### config.mk
export PLATFORM = sky130hd
export DESIGN_NAME = aud_pwm_dac
export DESIGN_NICKNAME = d
export VERILOG_FILES = /design/src/aud_pkg.sv /design/src/aud_pulse_gen.sv /design/src/aud_pwm_dac.sv
export SDC_FILE = /design/constraint.sdc
export NUM_CORES = 1
export LEC_CHECK = 0
export ABC_AREA = 1
export BUFFER_PORTS_ARGS = -buffer_cell sky130_fd_sc_hd__buf_2
export CELL_PAD_IN_SITES_DETAIL_PLACEMENT = 1
export CELL_PAD_IN_SITES_GLOBAL_PLACEMENT = 2
export CORE_MARGIN = 10
export CORE_UTILIZATION = 32
export DETAILED_ROUTE_END_ITERATION = 8
export PLACE_DENSITY_LB_ADDON = 0.3
export RECOVER_POWER = 50
export SKIP_CTS_REPAIR_TIMING = 1
export SYNTH_ARGS = -nofsm -noshare
export SYNTH_HDL_FRONTEND = slang
export SYNTH_HIERARCHICAL = 1
export SYNTH_SLANG_ARGS = --single-unit
### constraint.sdc
create_clock -name clock_in -period 3.4 [get_ports clock_in]
set_input_delay 0.34 -clock clock_in [delete_from_list [all_inputs] [get_ports clock_in]]
set_output_delay 0.34 -clock clock_in [all_outputs]
set_load 0.02 [all_outputs]
### src/aud_pkg.sv
// Constants, register map and carrier types of the audio output unit.
// Assumes a 25 MHz system clock and an APB master with 32-bit data.
//
// Functional notes
// - Resolution is 8, 10 or 12 bits, fixed at build time.
// - Build option picks pulse output or DAC output from same samples.
// - 8-bit: bit 7 is sign, bits 6..0 give the pulse length.
// - Low nibble register holds bits 3..0, 5..2 or 7..4 by resolution.
// - High nibble holds bits 7..4, 9..6 or 11..8; its top bit is sign.
// - 10-bit: lowest nibble bits 3..2 supply sample bits 1..0.
// - 12-bit: all lowest nibble bits supply sample bits 3..0.
// - Magnitude spans 0..511 in 10-bit and 0..2047 in 12-bit mode.
// - Output sample rate is the same fixed rate in every mode.
// - Each completed output cycle sets the sample request flag.
// - At cycle end the written sample moves into the active register.
// - Without a new write the previous sample is used again.
// - Control bit 0 enables output; when off both pins drive low.
// - Sleep clears the enable and floats both speaker pins.
// - Hardware never clears the request flag; software must.
// - Request rate 32768 Hz, doubled to 65536 Hz by build option.
// - Interrupt enable and flag set: take interrupt next clock, vector 8, clear interrupt enable.

`default_nettype none

package aud_pkg;

  // ************************************************************
  // Timing
  // ************************************************************
  localparam int unsigned CLK_HZ = 25_000_000;
  localparam int unsigned REQ_RATE_HZ = 32768;
  localparam int unsigned REQ_RATE_FAST_HZ = 65536;
  // Cycles per output frame, rounded down so the rate is never slow
  localparam int unsigned FRAME_CYC = CLK_HZ / REQ_RATE_HZ;
  localparam int unsigned FRAME_CYC_FAST = CLK_HZ / REQ_RATE_FAST_HZ;

  // ************************************************************
  // Register indices (byte address is four times the index)
  // ************************************************************
  localparam logic [3:0] IDX_STATUS = 4'h0;
  localparam logic [3:0] IDX_LOWEST = 4'h8;
  localparam logic [3:0] IDX_CONTROL = 4'h9;
  localparam logic [3:0] IDX_LOW = 4'ha;
  localparam logic [3:0] IDX_HIGH = 4'hb;

  // ************************************************************
  // Field positions and reset values
  // ************************************************************
  localparam int unsigned BIT_REQ_FLAG = 2;
  localparam int unsigned BIT_OUT_EN = 0;
  localparam int unsigned BIT_GIE = 1;
  localparam logic [3:0] NIBBLE_RST = 4'h0;
  localparam logic [11:0] IRQ_VECTOR = 12'h008;

  // ************************************************************
  // Carrier types
  // ************************************************************
  typedef struct packed {
    logic sign;
    logic [10:0] mag;
  } aud_sample_s;

  localparam aud_sample_s SAMPLE_RST = '{sign: 1'b0, mag: 11'h000};

endpackage : aud_pkg

`default_nettype wire

### src/aud_pulse_gen.sv
// Frame counter and sign-steered pulse generator of the audio unit.
// Assumes the active sample is held stable by the caller for a frame.

`default_nettype none

module aud_pulse_gen
#(
  parameter int unsigned RES_BITS = 8,
  parameter int unsigned FRAME = aud_pkg::FRAME_CYC
)
(
  // Clock and synchronised reset
  input wire logic clock_in,
  input wire logic rst_n_in,
  // Control and sample
  input wire logic run_in,
  input wire aud_pkg::aud_sample_s sample_in,
  // Frame timing and pin levels
  output logic frame_end_out,
  output logic pos_level_out,
  output logic neg_level_out
);
  import aud_pkg::*;

  localparam int unsigned CW = $clog2(FRAME);
  localparam logic [CW-1:0] LAST = CW'(FRAME - 1);

  logic [CW-1:0] cnt_q, cnt_d;
  logic pos_q, pos_d, neg_q, neg_d;
  logic [21:0] prod;
  logic [CW-1:0] thr;

  // The product is 22 bits, so frames must stay below 2048 clocks
  initial
  begin
    if (FRAME < 2 || FRAME > 2047 || RES_BITS < 8 || RES_BITS > 12)
      $error("pulse generator parameters out of range");
  end

  // Scale magnitude to the frame: one pulse step is FRAME/2^(RES-1) clocks
  assign prod = 22'(sample_in.mag) * 22'(FRAME);
  assign thr = CW'(prod >> (RES_BITS - 1));

  // Frame counter restarts whenever the output is off
  always_comb
  begin
    cnt_d = cnt_q;
    if (!run_in)
      cnt_d = '0;
    else if (cnt_q == LAST)
      cnt_d = '0;
    else
      cnt_d = cnt_q + CW'(1);
  end

  // Only one pin pulses, picked by the sign
  always_comb
  begin
    pos_d = run_in && !sample_in.sign && (cnt_q < thr);
    neg_d = run_in && sample_in.sign && (cnt_q < thr);
  end

  always_ff @(posedge clock_in or negedge rst_n_in)
  begin
    if (!rst_n_in)
    begin
      cnt_q <= '0;
      pos_q <= 1'b0;
      neg_q <= 1'b0;
    end
    else
    begin
      cnt_q <= cnt_d;
      pos_q <= pos_d;
      neg_q <= neg_d;
    end
  end

  assign frame_end_out = run_in && (cnt_q == LAST);
  assign pos_level_out = pos_q;
  assign neg_level_out = neg_q;
endmodule : aud_pulse_gen

`default_nettype wire

### src/aud_pwm_dac.sv
// Top of the audio output unit: APB registers, sample double buffer,
// request flag and interrupt take, speaker pins and DAC level.
// Assumes halt and return-from-interrupt strobes from the CPU clock.
//
// Decided for this implementation: the APB register port.

`default_nettype none

module aud_pwm_dac
#(
  parameter int unsigned RES_BITS = 8,
  parameter bit DAC_MODE = 1'b0,
  parameter bit DOUBLE_RATE = 1'b0
)
(
  // Clock and reset
  input wire logic clock_in,
  input wire logic resetn_in,
  // APB slave
  input wire logic psel_in,
  input wire logic penable_in,
  input wire logic pwrite_in,
  input wire logic [31:0] paddr_in,
  input wire logic [31:0] pwdata_in,
  output logic [31:0] prdata_out,
  output logic pready_out,
  output logic pslverr_out,
  // CPU events
  input wire logic halt_in,
  input wire logic irq_return_in,
  output logic irq_take_out,
  output logic [11:0] irq_vector_out,
  // Speaker pins
  output logic speaker_out_pos_out,
  output logic speaker_out_pos_oe_out,
  output logic speaker_out_neg_out,
  output logic speaker_out_neg_oe_out,
  // DAC level
  output logic [11:0] dac_level_out
);
  import aud_pkg::*;

  // ************************************************************
  // Build options
  // ************************************************************
  localparam int unsigned FRAME = DOUBLE_RATE ? FRAME_CYC_FAST
                                              : FRAME_CYC;

  initial
  begin
    if (RES_BITS != 8 && RES_BITS != 10 && RES_BITS != 12)
      $error("resolution must be 8, 10 or 12");
  end

  // Sign-magnitude sample from the three nibbles, by resolution
  function automatic aud_sample_s assemble(input logic [3:0] dh,
                                           input logic [3:0] dl,
                                           input logic [3:0] dll);
    aud_sample_s s;
    s.sign = dh[3];
    if (RES_BITS == 12)
      s.mag = {dh[2:0], dl, dll};
    else if (RES_BITS == 10)
      s.mag = {2'b00, dh[2:0], dl, dll[3:2]};
    else
      s.mag = {4'h0, dh[2:0], dl};
    return s;
  endfunction : assemble

  // ************************************************************
  // Reset release
  // ************************************************************
  logic rst_meta_q, rst_n_q;

  // Assertion is asynchronous, release passes two flops
  always_ff @(posedge clock_in or negedge resetn_in)
  begin
    if (!resetn_in)
    begin
      rst_meta_q <= 1'b0;
      rst_n_q <= 1'b0;
    end
    else
    begin
      rst_meta_q <= 1'b1;
      rst_n_q <= rst_meta_q;
    end
  end

  // ************************************************************
  // APB decode
  // ************************************************************
  logic pready_q, pready_d, slverr_q, slverr_d;
  logic [31:0] prdata_q, prdata_d;
  logic [3:0] idx;
  logic mapped, wr_fire;
  logic wr_status, wr_ctrl, wr_lowest, wr_low, wr_high;

  assign idx = paddr_in[5:2];
  assign mapped = (paddr_in[31:6] == 26'h000_0000) && (paddr_in[1:0] == 2'b00)
    && (idx == IDX_STATUS || idx == IDX_LOWEST || idx == IDX_CONTROL
        || idx == IDX_LOW || idx == IDX_HIGH);
  // Writes land only at the edge that completes the transfer
  assign wr_fire = psel_in && penable_in && pready_q && pwrite_in && mapped;
  assign wr_status = wr_fire && (idx == IDX_STATUS);
  assign wr_ctrl = wr_fire && (idx == IDX_CONTROL);
  assign wr_lowest = wr_fire && (idx == IDX_LOWEST);
  assign wr_low = wr_fire && (idx == IDX_LOW);
  assign wr_high = wr_fire && (idx == IDX_HIGH);

  // ************************************************************
  // Control, flag and sample state
  // ************************************************************
  logic en_q, en_d, gie_q, gie_d, flag_q, flag_d, take_q, take_d;
  logic [3:0] dll_q, dll_d, dl_q, dl_d, dh_q, dh_d;
  aud_sample_s active_q, active_d, staged;
  logic frame_end, start, pos_lvl, neg_lvl;

  assign staged = assemble(dh_q, dl_q, dll_q);
  assign start = en_d && !en_q;

  // One wait state so read data comes from a flop
  always_comb
  begin
    pready_d = psel_in && penable_in && !pready_q;
    slverr_d = pready_d && !mapped;
    prdata_d = prdata_q;
    if (pready_d)
    begin
      prdata_d = 32'h0000_0000;
      // A refused access must read 0 even if its index aliases a register
      if (mapped && !pwrite_in && idx == IDX_STATUS)
        prdata_d[BIT_REQ_FLAG] = flag_q;
      if (mapped && !pwrite_in && idx == IDX_CONTROL)
        prdata_d[1:0] = {gie_q, en_q};
    end
  end

  // Enable, interrupt enable, flag and interrupt take
  always_comb
  begin
    en_d = wr_ctrl ? pwdata_in[BIT_OUT_EN] : en_q;
    if (halt_in)
      en_d = 1'b0;
    gie_d = wr_ctrl ? pwdata_in[BIT_GIE] : gie_q;
    if (irq_return_in)
      gie_d = 1'b1;
    take_d = gie_q && flag_q;
    if (take_d)
      gie_d = 1'b0;
    // A frame end in the clearing cycle still sets the flag
    flag_d = (wr_status ? pwdata_in[BIT_REQ_FLAG] : flag_q)
             || frame_end;
  end

  // Written nibbles, copied into the active sample at frame end
  always_comb
  begin
    dll_d = wr_lowest ? pwdata_in[3:0] : dll_q;
    dl_d = wr_low ? pwdata_in[3:0] : dl_q;
    dh_d = wr_high ? pwdata_in[3:0] : dh_q;
    active_d = active_q;
    if (frame_end || start)
      active_d = staged;
  end

  always_ff @(posedge clock_in or negedge rst_n_q)
  begin
    if (!rst_n_q)
    begin
      pready_q <= 1'b0;
      slverr_q <= 1'b0;
      prdata_q <= 32'h0000_0000;
      en_q <= 1'b0;
      gie_q <= 1'b0;
      flag_q <= 1'b0;
      take_q <= 1'b0;
      dll_q <= NIBBLE_RST;
      dl_q <= NIBBLE_RST;
      dh_q <= NIBBLE_RST;
      active_q <= SAMPLE_RST;
    end
    else
    begin
      pready_q <= pready_d;
      slverr_q <= slverr_d;
      prdata_q <= prdata_d;
      en_q <= en_d;
      gie_q <= gie_d;
      flag_q <= flag_d;
      take_q <= take_d;
      dll_q <= dll_d;
      dl_q <= dl_d;
      dh_q <= dh_d;
      active_q <= active_d;
    end
  end

  // ************************************************************
  // Pulse engine and pins
  // ************************************************************
  aud_pulse_gen #(.RES_BITS(RES_BITS), .FRAME(FRAME)) u_pulse (
    .clock_in(clock_in),
    .rst_n_in(rst_n_q),
    .run_in(en_q),
    .sample_in(active_q),
    .frame_end_out(frame_end),
    .pos_level_out(pos_lvl),
    .neg_level_out(neg_lvl)
  );

  logic oe_q, oe_d;
  logic [11:0] dac_q, dac_d;

  // In DAC mode the pins stay low and the level port carries the sample
  always_comb
  begin
    oe_d = !halt_in;
    dac_d = 12'h000;
    if (DAC_MODE && en_q)
      dac_d = {active_q.sign, active_q.mag};
  end

  always_ff @(posedge clock_in or negedge rst_n_q)
  begin
    if (!rst_n_q)
    begin
      oe_q <= 1'b1;
      dac_q <= 12'h000;
    end
    else
    begin
      oe_q <= oe_d;
      dac_q <= dac_d;
    end
  end

  assign speaker_out_pos_out = !DAC_MODE && pos_lvl;
  assign speaker_out_neg_out = !DAC_MODE && neg_lvl;
  assign speaker_out_pos_oe_out = oe_q;
  assign speaker_out_neg_oe_out = oe_q;
  assign dac_level_out = dac_q;
  assign irq_take_out = take_q;
  assign irq_vector_out = IRQ_VECTOR;
  assign prdata_out = prdata_q;
  assign pready_out = pready_q;
  assign pslverr_out = slverr_q;
endmodule : aud_pwm_dac

`default_nettype wire

==> flow_summary_export.csv <==
group,metric,value,unit
global_routing,grt.total_usage,12.0,%
outcome,status,"finished with violations",
global_routing,antenna_found_initial,0,
critical_path,critical_path_class,"register to register",
power,ir_drop,0.193,mV
detailed_routing,post_drt_wl_per_cell,13.5,um
place,gp_congestion,0.806,
cells_and_area,drive_gt1_share,26.1,%
detailed_routing,drc,0,
sta,slew_violations,39,
power,power.leakage,3.07,nW
synthesis,synth_area_leader_cell,"dfrtp_1",
floorplan,dieHeight,138,um
place,pre_cts_ws,-1.17,ns
critical_path,cp.arrival,4.52,ns
detailed_routing,vias_per_cell,4.20,
clock_tree,cts-htree-levels,2,
floorplan,row_count,43,
global_routing,grt_max_degree,39,
clock_tree,cts.sinks,40,
sta,setup_tns,-1.89,ns
place,dpl.hpwl,10100,um
sta,skew,0.00686,ns
synthesis,async_reset_ff_share,100,%
run,drv_cap,1,
clock_tree,clockBufferDepth,2,
power,p_per_area,311,nW/um^2
floorplan,start_util,32.5,%
cells_and_area,fin_nets,835,
sta,whs,0.211,ns
sta,setup_viol,2,
synthesis,syn_inst,567,
outcome,violations,"max-capacitance violations, max-slew violations, negative setup slack",
floorplan,coreArea,13800,um^2
floorplan,dieArea,19100,um^2
critical_path,start_kind,"register",
power,total_power,1.72,mW
critical_path,worstSetupEndpointType,"register",
cells_and_area,most-common-layout-cells,"nand2_1, inv_1, conb_1",
sta,fin_crit,4.34,ns
clock_tree,worstSkewPairLatency,0.29,ns
hold_path,min_path_type,"input port to register",
sta,period_share,128,%
synthesis,synth_top_area_share,21.8,%
global_routing,grt_pass1_vias,4149,
detailed_routing,vias,3621,
synthesis,synthTopCellsByArea,"dfrtp_1, fa_1, ha_1, nand2_1, inv_1",
sta,worst_pin_slew,2.10,ns
critical_path,rrSetupSlack,-0.94,ns
sta,hold_viol_final,0,
critical_path,worstPathMaxFanout,5,
synthesis,synthDistinctLibCells,38,
synthesis,yosysSeqAreaShare,22.4,%
clock_tree,numCtsBuffers,5,
synthesis,synth_edf_count,0,
global_routing,grt_pass1_wl,19700,um
floorplan,die_w,138,um
synthesis,synth_area_per_cell,7.89,um^2
cells_and_area,antenna_cells,0,
synthesis,netlist_area,4470,um^2
global_routing,grt-ovfl-total,0,
clock_tree,clk_pin_slew,0.07,ns
sta,max_slew_margin,-40.2,%
sta,layout_setup_ws,-0.944,ns
cells_and_area,final_common_cell,"nand2_1",
clock_tree,clock_tree.root_cell,"clkbuf_16",
sta,max_clock_freq,0.230,GHz
detailed_routing,final_antenna_net_count,0,
place,port-buffer-count,52,
detailed_routing,dr.pass1.iters,4,
detailed_routing,wl,11700,um
detailed_routing,drt_iter0_drc,77,
synthesis,ys_seq_elements,40,
floorplan,pin_count,134,
synthesis,yosysWarnings,6,
cells_and_area,synthToLayoutAreaGrowth,24.0,%
clock_tree,cts_tree,"yes",
critical_path,required,3.58,ns
sta,rsz0062_at_grt,"true",
synthesis,dominantRegCellSynth,"dfrtp_1",
-- stage by stage --
| step | util [%] | area (um^2) | std cells |
|---|---|---|---|
| CTS | 38.4 | 5290 | 853 |
| detailed placement | 37.1 | 5120 | 845 |
| finish | 40.3 | 5550 | 863 |
| global placement | 37.1 | 5120 | 845 |
| floorplan | - | 4790 | 634 |
| global route | 40.3 | 5550 | 863 |
-- synthesized netlist by cell type, types with 2 or more instances --
master   instances
nor3_1           5
dfrtp_1         39
nand2_1        121
xnor2_1          3
a21oi_1         16
nand4_1          3
nor4_1           2
inv_2            6
ha_1            42
xor2_1           6
nand2_2          4
o21ai_0          6
nand3_1         31
buf_4           54
nor2_2           2
fa_1            40
o21ai_1          5
nor2_1          45
inv_1          116
nor2_4           2
conb_1           2
-- power breakdown --
part | switching, mW | internal, mW
clock | 0.202 | 0.349
combinational | 0.416 | 0.260
sequential | 0.00675 | 0.491
total | 0.624 | 1.10
-- area by class of cell --
class,instances,area (um^2)
Multi-Input combinational cell,417,3100
Tap cell,180,225
Inverter,123,467
Sequential cell,40,1010
Clock buffer,5,125
Clock inverter,3,46.3
Timing Repair Buffer,95,581
Fill cell,1764,8230
-- cell families (layout without fill, tap and decap cells) --
kind of cell	after synthesis	count (layout)	share of synthesized area (%)
simple gates	226	226	22.9
buf+inv	177	226	19.4
fa+ha+maj	82	82	29.7
flops	40	40	22.4
compound gates	31	31	3.69
xor+xnor	9	9	1.76
other cells	2	69	0.168
-- state kept, by name, summed over array words and instances (netlist names), 3 cells and up --
register / flops
u_pulse/cnt_q: 10
active_q: 8
dh_q: 4
dl_q: 4
prdata_out: 3
-- worst max-delay path: stages (launching register included) --
cell	delay, ns
dfrtp_2	0.44
buf_4	0.14
buf_4	0.12
fa_1	0.36
inv_1	0.08
fa_1	0.42
inv_1	0.10
fa_1	0.41
inv_1	0.09
fa_1	0.40
inv_2	0.08
ha_4	0.22
nand2_2	0.08
nand2_1	0.07
nand2_2	0.06
nand2_1	0.04
nand2_1	0.07
nand3_2	0.13
inv_2	0.08
nand2_2	0.05
nand2_2	0.09
inv_2	0.05
ha_4	0.28
nand2_4	0.06
nor2_4	0.12
nand3_2	0.08
nand3_2	0.09
nor2_1	0.04
-- layer usage --
layer | vias up | routed length [um] | share of wire (%) | track usage [%]
met5 | - | 0 | 0 | 0
met1 | 1718 | 5110 | 44 | 14.1
li1 | 1822 | - | - | -
met3 | 9 | 549 | 4.7 | 2.91
met4 | 0 | 135 | 1.2 | 3.16
met2 | 72 | 5880 | 50 | 21.3
-- worst paths after layout --
path                            cells past startpoint                endpoint        start
worst max-delay path                               27   u_pulse/neg_level_out  active_q[4]
min in group asynchronous                           2              rst_meta_q    resetn_in
worst max register to register                     27   u_pulse/neg_level_out  active_q[4]
max in group asynchronous                           1             active_q[6]      rst_n_q
worst min-delay path                                2  speaker_out_neg_oe_out      halt_in
worst min register to register                      0                 rst_n_q   rst_meta_q
Note: power is estimated with default switching activity, not from simulation.
